$ cat src/include/tmf_consts.vh
// constants of the scheduled window framer: register map, fields, timing
// assumes a 25 MHz system clock and one-microsecond schedule ticks
`ifndef TMF_CONSTS_VH
`define TMF_CONSTS_VH
// timing
`define TMF_CLK_NS      40
`define TMF_TICK_NS     1000
`define TMF_TICK_CYC    ((`TMF_TICK_NS + `TMF_CLK_NS - 1) / `TMF_CLK_NS)
`define TMF_BYTE_US     16'h0001
// frame layout (bytes)
`define TMF_MTU         5'h10
`define TMF_HDR_LEN     2'h2
`define TMF_FRAME_LEN   16'h0013
`define TMF_CRC_INIT    8'h00
`define TMF_CRC_POLY    8'h07
// windows
`define TMF_NWIN        2
`define TMF_TMO_FOREVER 8'hff
`define TMF_TMO_NONE    8'h00
// epoch lengths in microseconds, chosen by select code
`define TMF_EPOCH_0     16'd1000
`define TMF_EPOCH_1     16'd2000
`define TMF_EPOCH_2     16'd5000
`define TMF_EPOCH_3     16'd10000
// register byte offsets
`define TMF_REG_CTRL    8'h00
`define TMF_REG_ADDR    8'h04
`define TMF_REG_HBEAT   8'h08
`define TMF_REG_STATUS  8'h0c
`define TMF_REG_MASK    8'h10
`define TMF_REG_TIME    8'h14
`define TMF_REG_WIN0    8'h20
`define TMF_WIN_STRIDE  8'h10
// control fields
`define TMF_CTRL_RUN    0
`define TMF_CTRL_ESEL_L 1
`define TMF_CTRL_ESEL_H 2
`define TMF_CTRL_SRST   3
// status bits
`define TMF_ST_TXDONE   0
`define TMF_ST_RXGOOD   1
`define TMF_ST_RXBAD    2
`define TMF_ST_EXPIRE   3
`define TMF_ST_W        4
`endif

$ cat src/verilog/tmf_framer.v
// scheduled window framer: tx framing inside windows, rx check and de-framing
// assumes apb master on sys_clk, external codeblock coder on byte ports
`include "tmf_consts.vh"
`default_nettype none
module tmf_framer (
    // clock and reset
    input  wire        sys_clk,
    input  wire        resetn,
    // apb slave
    input  wire        psel,
    input  wire        penable,
    input  wire        pwrite,
    input  wire [7:0]  paddr,
    input  wire [31:0] pwdata,
    output reg  [31:0] prdata,
    output reg         pready,
    output reg         pslverr,
    // time sync from link management
    input  wire        ts_load,
    input  wire [15:0] ts_value,
    // service data unit input
    input  wire [7:0]  sdu_data,
    input  wire        sdu_valid,
    input  wire        sdu_last,
    output reg         sdu_ready_r,
    // to codeblock encoder
    output reg  [7:0]  enc_data_r,
    output reg         enc_valid_r,
    output reg         enc_last_r,
    input  wire        enc_ready,
    output reg         tx_on_r,
    output reg  [15:0] tune_freq_r,
    // from codeblock decoder
    input  wire [7:0]  dec_data,
    input  wire        dec_valid,
    input  wire        dec_last,
    output reg         dec_ready_r,
    // delivered payload
    output reg  [7:0]  rxo_data_r,
    output reg         rxo_valid_r,
    output reg         rxo_last_r,
    // interrupt
    output reg         irq_r
);
    localparam integer TICK_CYC_I = `TMF_TICK_CYC;
    localparam [4:0] TICK_CYC = TICK_CYC_I[4:0];
    localparam [1:0] T_IDLE = 2'h0, T_HDR = 2'h1, T_PAY = 2'h2, T_CRC = 2'h3;
    localparam [1:0] R_HDR = 2'h0, R_PAY = 2'h1, R_PLAY = 2'h2;

    function [7:0] crc8;
        input [7:0] c;
        input [7:0] d;
        integer i;
        reg [7:0] x;
        begin
            x = c ^ d;
            for (i = 0; i < 8; i = i + 1) begin
                x = x[7] ? ((x << 1) ^ `TMF_CRC_POLY) : (x << 1);
            end
            crc8 = x;
        end
    endfunction

    function [15:0] epoch_len;
        input [1:0] s;
        begin
            case (s)
                2'h0: epoch_len = `TMF_EPOCH_0;
                2'h1: epoch_len = `TMF_EPOCH_1;
                2'h2: epoch_len = `TMF_EPOCH_2;
                default: epoch_len = `TMF_EPOCH_3;
            endcase
        end
    endfunction

    // control and retained state
    reg        run_r;
    reg [1:0]  esel_r;
    reg [7:0]  src_r;
    reg [7:0]  dst_r;
    reg [15:0] hbeat_r;
    reg [3:0]  stat_r;
    reg [3:0]  mask_r;
    reg [15:0] w_freq [0:`TMF_NWIN-1];
    reg [15:0] w_start [0:`TMF_NWIN-1];
    reg [15:0] w_stop [0:`TMF_NWIN-1];
    reg [7:0]  w_tmo [0:`TMF_NWIN-1];

    // time base
    reg [4:0]  div_r;
    reg        tick_r;
    reg [15:0] etime_r;
    wire       ewrap = tick_r & (etime_r >= epoch_len(esel_r) - 16'h0001);

    // apb decode
    wire       acc = psel & penable & pready;
    wire       wr = acc & pwrite;
    wire       srst = wr & (paddr == `TMF_REG_CTRL) & pwdata[`TMF_CTRL_SRST];
    wire [7:0] woff = paddr - `TMF_REG_WIN0;
    wire       win_hit = (paddr >= `TMF_REG_WIN0) &&
                         (woff < `TMF_WIN_STRIDE * `TMF_NWIN);
    wire       widx = woff[4];

    // active window search
    reg        act;
    reg [15:0] act_freq;
    reg [15:0] act_stop;
    integer    k;
    always @* begin
        act = 1'b0;
        act_freq = 16'h0000;
        act_stop = 16'h0000;
        for (k = `TMF_NWIN - 1; k >= 0; k = k - 1) begin
            if (w_tmo[k] != `TMF_TMO_NONE && etime_r >= w_start[k] &&
                etime_r < w_stop[k]) begin
                act = 1'b1;
                act_freq = w_freq[k];
                act_stop = w_stop[k];
            end
        end
    end
    wire [15:0] remain = act_stop - etime_r;
    wire        fits = act & (remain >= `TMF_FRAME_LEN * `TMF_BYTE_US);

    // events
    reg        ev_txdone;
    reg        ev_rxgood;
    reg        ev_rxbad;
    reg        ev_exp;

    // register file, windows and timing
    integer j;
    reg [3:0] ev_all;
    always @* begin
        ev_all = 4'h0;
        ev_all[`TMF_ST_TXDONE] = ev_txdone;
        ev_all[`TMF_ST_RXGOOD] = ev_rxgood;
        ev_all[`TMF_ST_RXBAD] = ev_rxbad;
        ev_all[`TMF_ST_EXPIRE] = ev_exp;
    end

    always @(posedge sys_clk) begin
        if (!resetn) begin
            run_r <= 1'b0;
            esel_r <= 2'h0;
            src_r <= 8'h00;
            dst_r <= 8'h00;
            hbeat_r <= 16'h0000;
            stat_r <= 4'h0;
            mask_r <= 4'h0;
            tune_freq_r <= 16'h0000;
            div_r <= 5'h00;
            tick_r <= 1'b0;
            etime_r <= 16'h0000;
            ev_exp <= 1'b0;
            irq_r <= 1'b0;
            for (j = 0; j < `TMF_NWIN; j = j + 1) begin
                w_freq[j] <= 16'h0000;
                w_start[j] <= 16'h0000;
                w_stop[j] <= 16'h0000;
                w_tmo[j] <= `TMF_TMO_NONE;
            end
        end else begin
            // microsecond tick from the system clock
            tick_r <= (div_r == TICK_CYC - 5'h01);
            div_r <= (div_r == TICK_CYC - 5'h01) ? 5'h00 : div_r + 5'h01;
            if (ts_load) begin
                etime_r <= ts_value;
                div_r <= 5'h00;
            end else if (ewrap) begin
                etime_r <= 16'h0000;
            end else if (tick_r) begin
                etime_r <= etime_r + 16'h0001;
            end
            // after stop, frequency holds: no clear path here
            if (act) begin
                tune_freq_r <= act_freq;
            end
            ev_exp <= 1'b0;
            for (j = 0; j < `TMF_NWIN; j = j + 1) begin
                if (ewrap && w_tmo[j] != `TMF_TMO_FOREVER &&
                    w_tmo[j] != `TMF_TMO_NONE) begin
                    w_tmo[j] <= w_tmo[j] - 8'h01;
                    if (w_tmo[j] == 8'h01) begin
                        ev_exp <= 1'b1;
                    end
                end
            end
            if (wr) begin
                case (paddr)
                    `TMF_REG_CTRL: begin
                        run_r <= pwdata[`TMF_CTRL_RUN];
                        if (!run_r) begin
                            esel_r <= pwdata[`TMF_CTRL_ESEL_H:`TMF_CTRL_ESEL_L];
                        end
                    end
                    `TMF_REG_ADDR: begin
                        src_r <= pwdata[7:0];
                        dst_r <= pwdata[15:8];
                    end
                    `TMF_REG_HBEAT: hbeat_r <= pwdata[15:0];
                    `TMF_REG_MASK: mask_r <= pwdata[`TMF_ST_W-1:0];
                    default: begin
                        if (win_hit) begin
                            case (woff[3:2])
                                2'h0: w_freq[widx] <= pwdata[15:0];
                                2'h1: w_start[widx] <= pwdata[15:0];
                                2'h2: w_stop[widx] <= pwdata[15:0];
                                default: w_tmo[widx] <= pwdata[7:0];
                            endcase
                        end
                    end
                endcase
            end
            // status: hardware set wins over write-one clear
            if (wr && paddr == `TMF_REG_STATUS) begin
                stat_r <= (stat_r & ~pwdata[`TMF_ST_W-1:0]) | ev_all;
            end else begin
                stat_r <= stat_r | ev_all;
            end
            irq_r <= |(stat_r & mask_r);
            if (srst) begin
                // soft reset keeps frequency, forever windows, heartbeat
                run_r <= 1'b0;
                src_r <= 8'h00;
                dst_r <= 8'h00;
                stat_r <= 4'h0;
                mask_r <= 4'h0;
                for (j = 0; j < `TMF_NWIN; j = j + 1) begin
                    if (w_tmo[j] != `TMF_TMO_FOREVER) begin
                        w_tmo[j] <= `TMF_TMO_NONE;
                    end
                end
            end
        end
    end

    // apb read and answer, one wait-free access cycle
    always @(posedge sys_clk) begin
        if (!resetn) begin
            prdata <= 32'h0000_0000;
            pready <= 1'b0;
            pslverr <= 1'b0;
        end else begin
            pready <= psel & ~penable;
            pslverr <= 1'b0;
            if (psel && !penable) begin
                prdata <= 32'h0000_0000;
                case (paddr)
                    `TMF_REG_CTRL: prdata <= {28'h0, 1'b0, esel_r, run_r};
                    `TMF_REG_ADDR: prdata <= {16'h0, dst_r, src_r};
                    `TMF_REG_HBEAT: prdata <= {16'h0, hbeat_r};
                    `TMF_REG_STATUS: prdata <= {28'h0, stat_r};
                    `TMF_REG_MASK: prdata <= {28'h0, mask_r};
                    `TMF_REG_TIME: prdata <= {tune_freq_r, etime_r};
                    default: begin
                        if (win_hit) begin
                            case (woff[3:2])
                                2'h0: prdata <= {16'h0, w_freq[widx]};
                                2'h1: prdata <= {16'h0, w_start[widx]};
                                2'h2: prdata <= {16'h0, w_stop[widx]};
                                default: prdata <= {24'h0, w_tmo[widx]};
                            endcase
                        end else begin
                            pslverr <= 1'b1;
                        end
                    end
                endcase
            end
        end
    end

    // transmit framer
    reg [1:0] ts_r;
    reg [4:0] tcnt_r;
    reg [7:0] tcrc_r;
    reg       tlast_r;
    wire      slot = ~enc_valid_r | enc_ready;
    always @(posedge sys_clk) begin
        if (!resetn || srst) begin
            ts_r <= T_IDLE;
            tcnt_r <= 5'h00;
            tcrc_r <= `TMF_CRC_INIT;
            tlast_r <= 1'b0;
            sdu_ready_r <= 1'b0;
            enc_data_r <= 8'h00;
            enc_valid_r <= 1'b0;
            enc_last_r <= 1'b0;
            tx_on_r <= 1'b0;
            ev_txdone <= 1'b0;
        end else begin
            ev_txdone <= 1'b0;
            if (enc_valid_r && enc_ready) begin
                enc_valid_r <= 1'b0;
                enc_last_r <= 1'b0;
            end
            case (ts_r)
                T_IDLE: begin
                    // up until the coder takes the check byte
                    tx_on_r <= enc_valid_r & ~enc_ready;
                    if (run_r && sdu_valid && fits && slot) begin
                        ts_r <= T_HDR;
                        tx_on_r <= 1'b1;
                        enc_data_r <= dst_r;
                        enc_valid_r <= 1'b1;
                        tcrc_r <= crc8(`TMF_CRC_INIT, dst_r);
                        tcnt_r <= 5'h00;
                    end
                end
                T_HDR: begin
                    if (slot) begin
                        enc_data_r <= src_r;
                        enc_valid_r <= 1'b1;
                        tcrc_r <= crc8(tcrc_r, src_r);
                        ts_r <= T_PAY;
                    end
                end
                T_PAY: begin
                    if (sdu_ready_r && sdu_valid) begin
                        sdu_ready_r <= 1'b0;
                        enc_data_r <= sdu_data;
                        enc_valid_r <= 1'b1;
                        tcrc_r <= crc8(tcrc_r, sdu_data);
                        tcnt_r <= tcnt_r + 5'h01;
                        // packet end or mtu ends the frame
                        if (sdu_last || tcnt_r == `TMF_MTU - 5'h01) begin
                            ts_r <= T_CRC;
                        end
                    end else if (!enc_valid_r) begin
                        sdu_ready_r <= 1'b1;
                    end
                end
                default: begin
                    if (slot) begin
                        enc_data_r <= tcrc_r;
                        enc_valid_r <= 1'b1;
                        enc_last_r <= 1'b1;
                        ev_txdone <= 1'b1;
                        ts_r <= T_IDLE;
                    end
                end
            endcase
        end
    end

    // receive de-framer; frame held until its check is known
    reg [1:0] rs_r;
    reg [4:0] rcnt_r;
    reg [4:0] rplay_r;
    reg [1:0] rhdr_r;
    reg [7:0] rcrc_r;
    reg       rovf_r;
    reg [7:0] rbuf [0:`TMF_MTU-1];
    always @(posedge sys_clk) begin
        if (!resetn || srst) begin
            rs_r <= R_HDR;
            rcnt_r <= 5'h00;
            rplay_r <= 5'h00;
            rhdr_r <= 2'h0;
            rcrc_r <= `TMF_CRC_INIT;
            rovf_r <= 1'b0;
            dec_ready_r <= 1'b0;
            rxo_data_r <= 8'h00;
            rxo_valid_r <= 1'b0;
            rxo_last_r <= 1'b0;
            ev_rxgood <= 1'b0;
            ev_rxbad <= 1'b0;
        end else begin
            ev_rxgood <= 1'b0;
            ev_rxbad <= 1'b0;
            rxo_valid_r <= 1'b0;
            rxo_last_r <= 1'b0;
            dec_ready_r <= (rs_r != R_PLAY) && !(dec_valid && dec_ready_r && dec_last);
            case (rs_r)
                R_HDR: begin
                    if (dec_valid && dec_ready_r) begin
                        rcrc_r <= crc8(rcrc_r, dec_data);
                        rhdr_r <= rhdr_r + 2'h1;
                        if (dec_last) begin
                            ev_rxbad <= 1'b1;
                            rhdr_r <= 2'h0;
                            rcrc_r <= `TMF_CRC_INIT;
                        end else if (rhdr_r == `TMF_HDR_LEN - 2'h1) begin
                            rs_r <= R_PAY;
                        end
                    end
                end
                R_PAY: begin
                    if (dec_valid && dec_ready_r) begin
                        if (dec_last) begin
                            if (dec_data == rcrc_r && !rovf_r && rcnt_r != 5'h00) begin
                                rs_r <= R_PLAY;
                                rplay_r <= 5'h00;
                                ev_rxgood <= 1'b1;
                            end else begin
                                rs_r <= R_HDR;
                                ev_rxbad <= 1'b1;
                                rcnt_r <= 5'h00;
                            end
                            rhdr_r <= 2'h0;
                            rovf_r <= 1'b0;
                            rcrc_r <= `TMF_CRC_INIT;
                        end else begin
                            rcrc_r <= crc8(rcrc_r, dec_data);
                            if (rcnt_r == `TMF_MTU) begin
                                rovf_r <= 1'b1;
                            end else begin
                                rbuf[rcnt_r[3:0]] <= dec_data;
                                rcnt_r <= rcnt_r + 5'h01;
                            end
                        end
                    end
                end
                R_PLAY: begin
                    rxo_data_r <= rbuf[rplay_r[3:0]];
                    rxo_valid_r <= 1'b1;
                    rplay_r <= rplay_r + 5'h01;
                    if (rplay_r == rcnt_r - 5'h01) begin
                        rxo_last_r <= 1'b1;
                        rs_r <= R_HDR;
                        rcnt_r <= 5'h00;
                    end
                end
                default: rs_r <= R_HDR;
            endcase
        end
    end
endmodule // tmf_framer
`default_nettype wire
$ cat config.mk
export PLATFORM = sky130hd
export DESIGN_NAME = tmf_framer
export DESIGN_NICKNAME = d
export VERILOG_FILES = /design/src/verilog/tmf_framer.v
export VERILOG_INCLUDE_DIRS = /design/src /design/src/include
export SDC_FILE = /design/constraint.sdc
export NUM_CORES = 1
export LEC_CHECK = 0
export BUFFER_PORTS_ARGS = -buffer_cell sky130_fd_sc_hd__buf_2
export CAP_MARGIN = 20
export CORE_ASPECT_RATIO = 0.75
export CORE_MARGIN = 3
export CORE_UTILIZATION = 55
export DETAILED_ROUTE_END_ITERATION = 16
export GPL_ROUTABILITY_DRIVEN = 1
export PLACE_DENSITY = 0.82
export SYNTH_ARGS = -nofsm -noshare
export SYNTH_HDL_FRONTEND = slang
export SYNTH_SLANG_ARGS = --single-unit
$ cat constraint.sdc
create_clock -name sys_clk -period 8.4 [get_ports sys_clk]
set_input_delay 0.42 -clock sys_clk [delete_from_list [all_inputs] [get_ports sys_clk]]
set_output_delay 0.42 -clock sys_clk [all_outputs]
set_load 0.05 [all_outputs]
==> impl_metrics.py, run 1 <==
metrics = {
    "routing": {
        "drt-total-wl_um": 66600,
        "drcViolationCount": 0,
        "highest_layer": "met5",
        "dr_wl_met3_um": 8674,
        "dr.pass1.iters": 9,
        "vias_per_cell": 6.544,
        "m1WireLength_um": 26200,
        "wl_per_cell_um": 23.82,
        "num_vias": 18300,
        "postRouteAntennaNets": 0,
        "wl_met2_um": 29240,
        "drt_iter0_drc": 2503,
    },
    "place": {
        "io_buffers": 140,
        "dp_hpwl_um": 47270,
        "gp_congestion": 0.9722,
    },
    "global_route": {
        "grt_use_total": 0.3012,
        "antenna_found_initial": 2,
        "grt_pass1_wl_um": 101200,
        "grt_max_degree": 73,
        "grt_pass1_vias": 17280,
        "grt_overflow": 0,
    },
    "yosys": {
        "synthCells": 2157,
        "synth-edff-count": 224,
        "yosysUniqueCellTypes": 77,
        "syn_nets": 2354,
        "seq_area_frac_synth": 0.4753,
        "syn_area_sq_um": 22450,
        "async_flop_share": 0,
        "synth_seq_cells": 421,
        "syn_avg_cell_area_sq_um": 10.41,
        "yosys_warnings": 0,
        "ys.flop_type": "edfxtp_1",
    },
    "floorplan": {
        "num_rows": 63,
        "initial_core_util": 0.5628,
        "core-area_sq_um": 39890,
        "die_h_um": 181.0,
        "die_area_sq_um": 43300,
        "num_io_pins": 157,
        "die_w_um": 239.3,
    },
    "power_and_ir_drop": {
        "p_leak_nw": 9.629,
        "pwr_density_cell_nw_per_um2": 190.0,
        "peakVddDrop_v": 0.0001616,
        "total_power_w": 0.004726,
    },
    "sta": {
        "setup_viol": 0,
        "relSlewSlack": 0.1941,
        "hold_viol": 0,
        "maxSlewViolCount": 0,
        "tns_ns": 0,
        "fin_crit_ns": 6.529,
        "post-route-period-util": 0.7772,
        "clock-skew-final_ns": 0.02631,
        "worst_pin_slew_ns": 1.204,
        "rsz0062_at_grt": "false",
        "max_freq_mhz": 153.2,
    },
    "clock_tree": {
        "postCtsSetupRepairBufs": 0,
        "ctsResizeCount": 0,
        "clk_latency_ns": 0.57,
        "numCtsBuffers": 40,
        "cts.reportedPaths.clkPinSlew_ns": 0.06,
        "cts_sinks": 421,
        "cts.hold.buffers_added": 0,
        "root_buffer": "clkbuf_16",
        "tritoncts": "done",
        "htree_levels": 2,
        "cts_buffer_depth": 3,
    },
    "critical_path": {
        "critPathRequiredTime_ns": 8.87,
        "critPathLaunchType": "flop",
        "critPathKind": "flop to flop",
        "critPathCaptureType": "flop",
        "crit_path_max_fanout": 9,
        "cp.arrival_ns": 7.00,
    },
    "run": {
        "cap_violations": 0,
    },
    "worst_hold_path": {
        "hold_path_class": "input pin to flop",
    },
    "layout": {
        "fin_nets": 2441,
        "area_growth_pct": 10.80,
        "drive_above_1_share": 0.1385,
    },
    "status": {
        "status": "finished clean",
    },
}
## registers in the layout, indices dropped and copies added, names as in the netlist, 16 cells and up
name	flops
etime_r	16
hbeat_r	16
prdata	32
rbuf	128
tune_freq_r	16
w_freq	32
w_start	32
w_stop	32
w_tmo	16
## path summary, 6_finish.rpt
check / slack (ns) / to / from / cells past startpoint
max: 1.87 / tcrc_r[1] / etime_r[0] / 21
min reg2reg: 0.44 / stat_r[3] / ev_exp / 2
max reg2reg: 1.87 / tcrc_r[1] / etime_r[0] / 21
min: 0.10 / etime_r[1] / ts_value[1] / 2
## power by group
part	internal, W	total [W]	leakage [nW]	switching, W
sequential	0.00221	0.00227	3.78	0.0000633
combinational	0.000212	0.000634	5.22	0.000422
clock	0.00101	0.00182	0.631	0.000809
total	0.00343	0.00473	9.63	0.00129
## logic make-up (layout without fill, tap and decap cells)
| group | after synthesis | after routing | synth area share |
|---|---|---|---|
| DFF | 421 | 421 | 0.4753 |
| AOI/OAI and AO/OA | 472 | 472 | 0.1431 |
| adders and majority gates | 114 | 114 | 0.06388 |
| other | 1 | 2 | 0.0001671 |
| and+or+nand+nor | 672 | 672 | 0.1457 |
| muxes | 130 | 130 | 0.08968 |
| buffers and inverters | 240 | 358 | 0.04035 |
| xor gates and xnor gates | 107 | 107 | 0.04175 |
## routing by layer
metal,GRT usage,vias up
li1,-,8068
met2,0.4506,1224
met5,0,-
met4,0.1100,2
met1,0.4208,8800
met3,0.08393,202
## synth_stat cells (65+ instances only)
library cell / count / share of area
xnor2_1: 71 / 0.028
clkbuf_1: 109 / 0.018
nand2_1: 251 / 0.042
ha_1: 113 / 0.063
inv_1: 116 / 0.019
mux2i_1: 65 / 0.029
edfxtp_1: 224 / 0.30
and2_1: 108 / 0.030
dfxtp_1: 197 / 0.18
a21oi_1: 109 / 0.024
o21ai_0: 109 / 0.024
nor2_1: 110 / 0.018
## per-stage QoR
step	setup slack, ns	utilization	cells	hold slack [ns]	area (sq um)
6_report	1.872	0.6236	2796	0.1035	24870
5_1_grt	1.462	0.6236	2796	0.1111	24870
3_3_place_gp	1.779	0.5887	2712	0.4255	23480
2_1_floorplan	3.443	-	2157	0.4130	22450
3_5_place_dp	1.722	0.5887	2712	0.4330	23480
4_1_cts	1.694	0.6213	2785	0.1048	24780
## critical path, stage by stage (launching register included)
cell and delay, ns:
dfxtp_1 0.53, inv_1 0.17, ha_1 0.33, nor2_1 0.11
a21oi_1 0.08, o31ai_1 0.40, a41o_1 0.32, a21oi_1 0.18
nor2_1 0.49, buf_4 0.27, nand2_1 0.06, o21ai_0 0.12
ha_1 0.37, and2_4 0.21, a311o_1 0.35, nor3_1 0.20
o2111ai_1 0.13, a2111o_1 0.43, nor4_4 0.46, a31oi_4 0.25
o31ai_4 0.70, mux2i_1 0.27
## area by class of cell
class	count	area, sq um
diodes	1	2.502
clock buffers	53	1090
clock inverters	20	209.0
fillers	3108	15010
inverters	116	435.4
multi-input cells	1496	10880
flip-flops and latches	421	10670
well taps	520	650.6
repair buffers	169	930.9
## cell usage in the layout, fill, tap and decap left out, types with 9 or more instances in the layout
cell type	n
o21ai_0	105
o22ai_1	9
a21oi_1	109
o211a_1	23
buf_4	24
nor3_1	34
clkbuf_1	9
mux2i_1	65
nand2b_1	16
mux2_2	9
a31oi_1	33
and3_1	22
inv_1	116
nor4_1	13
a222oi_1	20
xor2_1	36
o211ai_1	12
buf_2	141
a22oi_1	14
a21boi_0	34
clkbuf_16	40
o221ai_1	18
nand2_1	250
a211oi_1	9
nand3_1	53
a21o_1	16
edfxtp_1	224
nand4_1	21
mux4_2	56
ha_1	113
dfxtp_1	196
nor2_1	109
xnor2_1	71
and2_1	108
(Power assumes the default switching activity.)
==> inputs of run 2 (changes only) <==
--- a/config.mk
+++ b/config.mk
@@ -6,6 +6,7 @@
 export SDC_FILE = /design/constraint.sdc
 export NUM_CORES = 1
 export LEC_CHECK = 0
+export ABC_AREA = 1
 export BUFFER_PORTS_ARGS = -buffer_cell sky130_fd_sc_hd__buf_2
 export CAP_MARGIN = 20
 export CORE_ASPECT_RATIO = 0.75
@@ -13,7 +14,7 @@
 export CORE_UTILIZATION = 55
 export DETAILED_ROUTE_END_ITERATION = 16
 export GPL_ROUTABILITY_DRIVEN = 1
-export PLACE_DENSITY = 0.82
+export PLACE_DENSITY = 0.85
 export SYNTH_ARGS = -nofsm -noshare
 export SYNTH_HDL_FRONTEND = slang
 export SYNTH_SLANG_ARGS = --single-unit
==> constraint.sdc (replaced) <==
create_clock -name sys_clk -period 5.2 [get_ports sys_clk]
set_input_delay 0.26 -clock sys_clk [delete_from_list [all_inputs] [get_ports sys_clk]]
set_output_delay 0.26 -clock sys_clk [all_outputs]
set_load 0.05 [all_outputs]
==> impl_metrics.py, run 2 <==
metrics = {
    "worst_hold_path": {
        "hp-start": "ts_value[4]",
        "worstHoldPathCells": 3,
        "hold_path_class": "input pin to flop",
    },
    "clock_tree": {
        "clk_latency_ns": 0.56,
        "tritoncts": "done",
        "htree_levels": 2,
        "cts_sinks": 421,
        "root_buffer": "clkbuf_16",
        "numCtsBuffers": 42,
        "cts.reportedPaths.clkPinSlew_ns": 0.07,
        "cts_buffer_depth": 3,
    },
    "global_route": {
        "grt_overflow": 0,
        "grt_max_degree": 79,
        "grt_pass1_wl_um": 109900,
        "grt_pass1_vias": 19660,
        "antenna_found_initial": 6,
        "grt_use_total": 0.3248,
    },
    "critical_path": {
        "critPathKind": "flop to flop",
        "critPathCaptureType": "flop",
        "cp.arrival_ns": 5.30,
        "critPathRequiredTime_ns": 5.69,
        "r2r-end": "tcrc_r[3]",
        "worstReg2RegStart": "w_start[0][15]",
        "crit_path_max_fanout": 29,
        "r2r_cells": 26,
        "r2r_slack_ns": 0.39,
        "crit_start": "w_start[0][15]",
        "endpoint": "tcrc_r[3]",
        "critPathLaunchType": "flop",
    },
    "power_and_ir_drop": {
        "share_comb_of_total_power": 0.252,
        "internal_power_w": 0.006158,
        "peakVddDrop_v": 0.0004958,
        "pwr_density_cell_nw_per_um2": 366.7,
        "sequentialPowerShare": 0.409,
        "pwr-share-clk": 0.339,
        "switching_power_w": 0.003079,
        "swShare": 0.3333,
        "total_power_w": 0.009237,
        "p_leak_nw": 10.39,
    },
    "routing": {
        "vias_per_cell": 6.204,
        "m1WireLength_um": 28560,
        "dr_wl_met3_um": 9459,
        "highest_layer": "met5",
        "dr.pass1.iters": 6,
        "drt-total-wl_um": 72070,
        "drt_iter0_drc": 2883,
        "num_vias": 20910,
        "postRouteAntennaNets": 0,
        "wl_met2_um": 30220,
        "wl_per_cell_um": 21.38,
        "drcViolationCount": 0,
    },
    "yosys": {
        "synth-edff-count": 224,
        "yosysTopAreaCellShare": 0.3022,
        "yosysUniqueCellTypes": 55,
        "synthCells": 2669,
        "yosys_warnings": 0,
        "syn_avg_cell_area_sq_um": 8.341,
        "syn_nets": 2866,
        "synth_commonest_cells": "439 x nand2_1, 362 x nor2_1, 299 x inv_1",
        "netlist_top_cells_area": "edfxtp_1 30%, dfxtp_1 18%, nand2_1 7.4%, ha_1 6.4%, nor2_1 6.1%",
        "seq_area_frac_synth": 0.4793,
        "ys.flop_type": "edfxtp_1",
        "syn_area_sq_um": 22260,
        "synth.most_common_cell": "nand2_1",
        "synth_top_area_cell": "edfxtp_1",
        "async_flop_share": 0,
        "synth_seq_cells": 421,
    },
    "sta": {
        "worst_pin_slew_ns": 1.024,
        "rsz0062_at_grt": "true",
        "post-route-period-util": 0.9248,
        "max_freq_mhz": 207.9,
        "hold_viol": 0,
        "relSlewSlack": 0.3163,
        "clock-skew-final_ns": 0.02718,
        "setup_viol": 0,
        "fin_crit_ns": 4.809,
        "maxSlewViolCount": 0,
    },
    "status": {
        "status": "finished clean",
    },
    "layout": {
        "drive_above_1_share": 0.1001,
        "fin_util": 0.6341,
        "final_cell_mix": "437 x nand2_1, 359 x nor2_1, 299 x inv_1",
        "fin_nets": 3009,
        "mostFrequentLayoutCell": "nand2_1",
        "area_growth_pct": 13.16,
        "largest_reg_flops": 128,
    },
    "floorplan": {
        "num_io_pins": 157,
        "initial_core_util": 0.5603,
        "die_area_sq_um": 42950,
        "die_h_um": 180.2,
        "core-area_sq_um": 39730,
        "num_rows": 63,
        "die_w_um": 238.3,
    },
    "place": {
        "gp_congestion": 1.057,
        "dp_hpwl_um": 51200,
        "io_buffers": 140,
    },
    "run": {
        "cap_violations": 0,
    },
}
run 2: cell count changes after synthesis, moves of 34 or more:
cell,previous run,this run
o22ai_1,9,53
a21boi_0,34,0
mux2i_1,65,0
o21ai_0,109,223
and2_1,108,0
xnor2_1,71,36
inv_1,116,299
nand2_1,251,439
nor2_1,110,362
a21oi_1,109,197
mux4_2,56,0
run 2: how the worst min path moves through the flow:
stage                       to
floorplan           rbuf[0][0]
global placement     stat_r[1]
detailed placement   stat_r[1]
CTS                   dst_r[7]
global route          dst_r[7]
finish              etime_r[4]
run 2: area by class of cell:
class                   count  area, sq um
fillers                  3198        14540
flip-flops and latches    421        10680
multi-input cells        1829        10050
repair buffers            207         1236
inverters                 311         1167
clock buffers              56         1145
well taps                 520        650.6
clock inverters            22        250.2
diodes                      4        10.01
run 2: power by group through the flow:
stage / Combinational, W / Sequential (W) / Clock [W]
CTS: 0.00223 / 0.00377 / 0.00314
global placement: 0.00213 / 0.00383 / 0
finish: 0.00232 / 0.00378 / 0.00314
detailed placement: 0.00220 / 0.00384 / 0
global route: 0.00254 / 0.00379 / 0.00326
floorplan: 0.00140 / 0.00402 / 0
run 2: cells by family (layout without fill, tap and decap cells):
family	count (synthesis)	count (layout)	synth area share
xor+xnor	90	90	0.03541
compound gates	629	629	0.1642
buf+inv	420	596	0.07149
fa+ha+maj	114	114	0.06441
other cells	1	5	0.0001685
simple gates	994	995	0.1850
flops	421	421	0.4793
run 2: worst max-delay path: stages (launching register included):
cell and delay [ns]:
edfxtp_1 0.41, inv_1 0.08, ha_1 0.23, nand2_1 0.13, o21bai_1 0.12, nand2_1 0.06, a21oi_1 0.24, nand3_2 0.16
nand3_4 0.22, buf_4 0.35, nand3_1 0.14, o21ai_0 0.16, ha_1 0.31, a21oi_1 0.46, o221ai_1 0.22, a21oi_1 0.16
buf_4 0.16, inv_1 0.04, nand3_1 0.07, nand2_1 0.06, nand2_2 0.11, nand3_2 0.10, nand2_4 0.20, nand3_4 0.19
nand2_1 0.12, nand2_1 0.06, nor2_1 0.13
run 2: metrics by stage:
step	cell area (sq um)	setup TNS (ns)	hold slack (ns)	cells	worst slack, ns
floorplan	22260	0	0.3589	2669	1.085
global placement	23560	0	0.4332	3267	0.5688
detailed placement	23560	0	0.4503	3267	0.4180
CTS	25080	0	0.0004565	3358	0.3930
global route	25190	-0.007414	0.01343	3369	-0.007414
finish	25190	0	0.01597	3370	0.3911
run 2: layer usage:
metal,vias to the layer above,global-route usage
li1,9442,-
met2,1437,0.4703
met4,6,0.1593
met1,9754,0.4538
met5,-,0
met3,268,0.08369
run 2: what timing repair did:
action	4_1_cts	5_1_grt
endpoints found under the hold margin	13	0
hold buffers	13	0
setup endpoints to repair	0	22
setup buffers	0	6
gates resized for setup	0	11
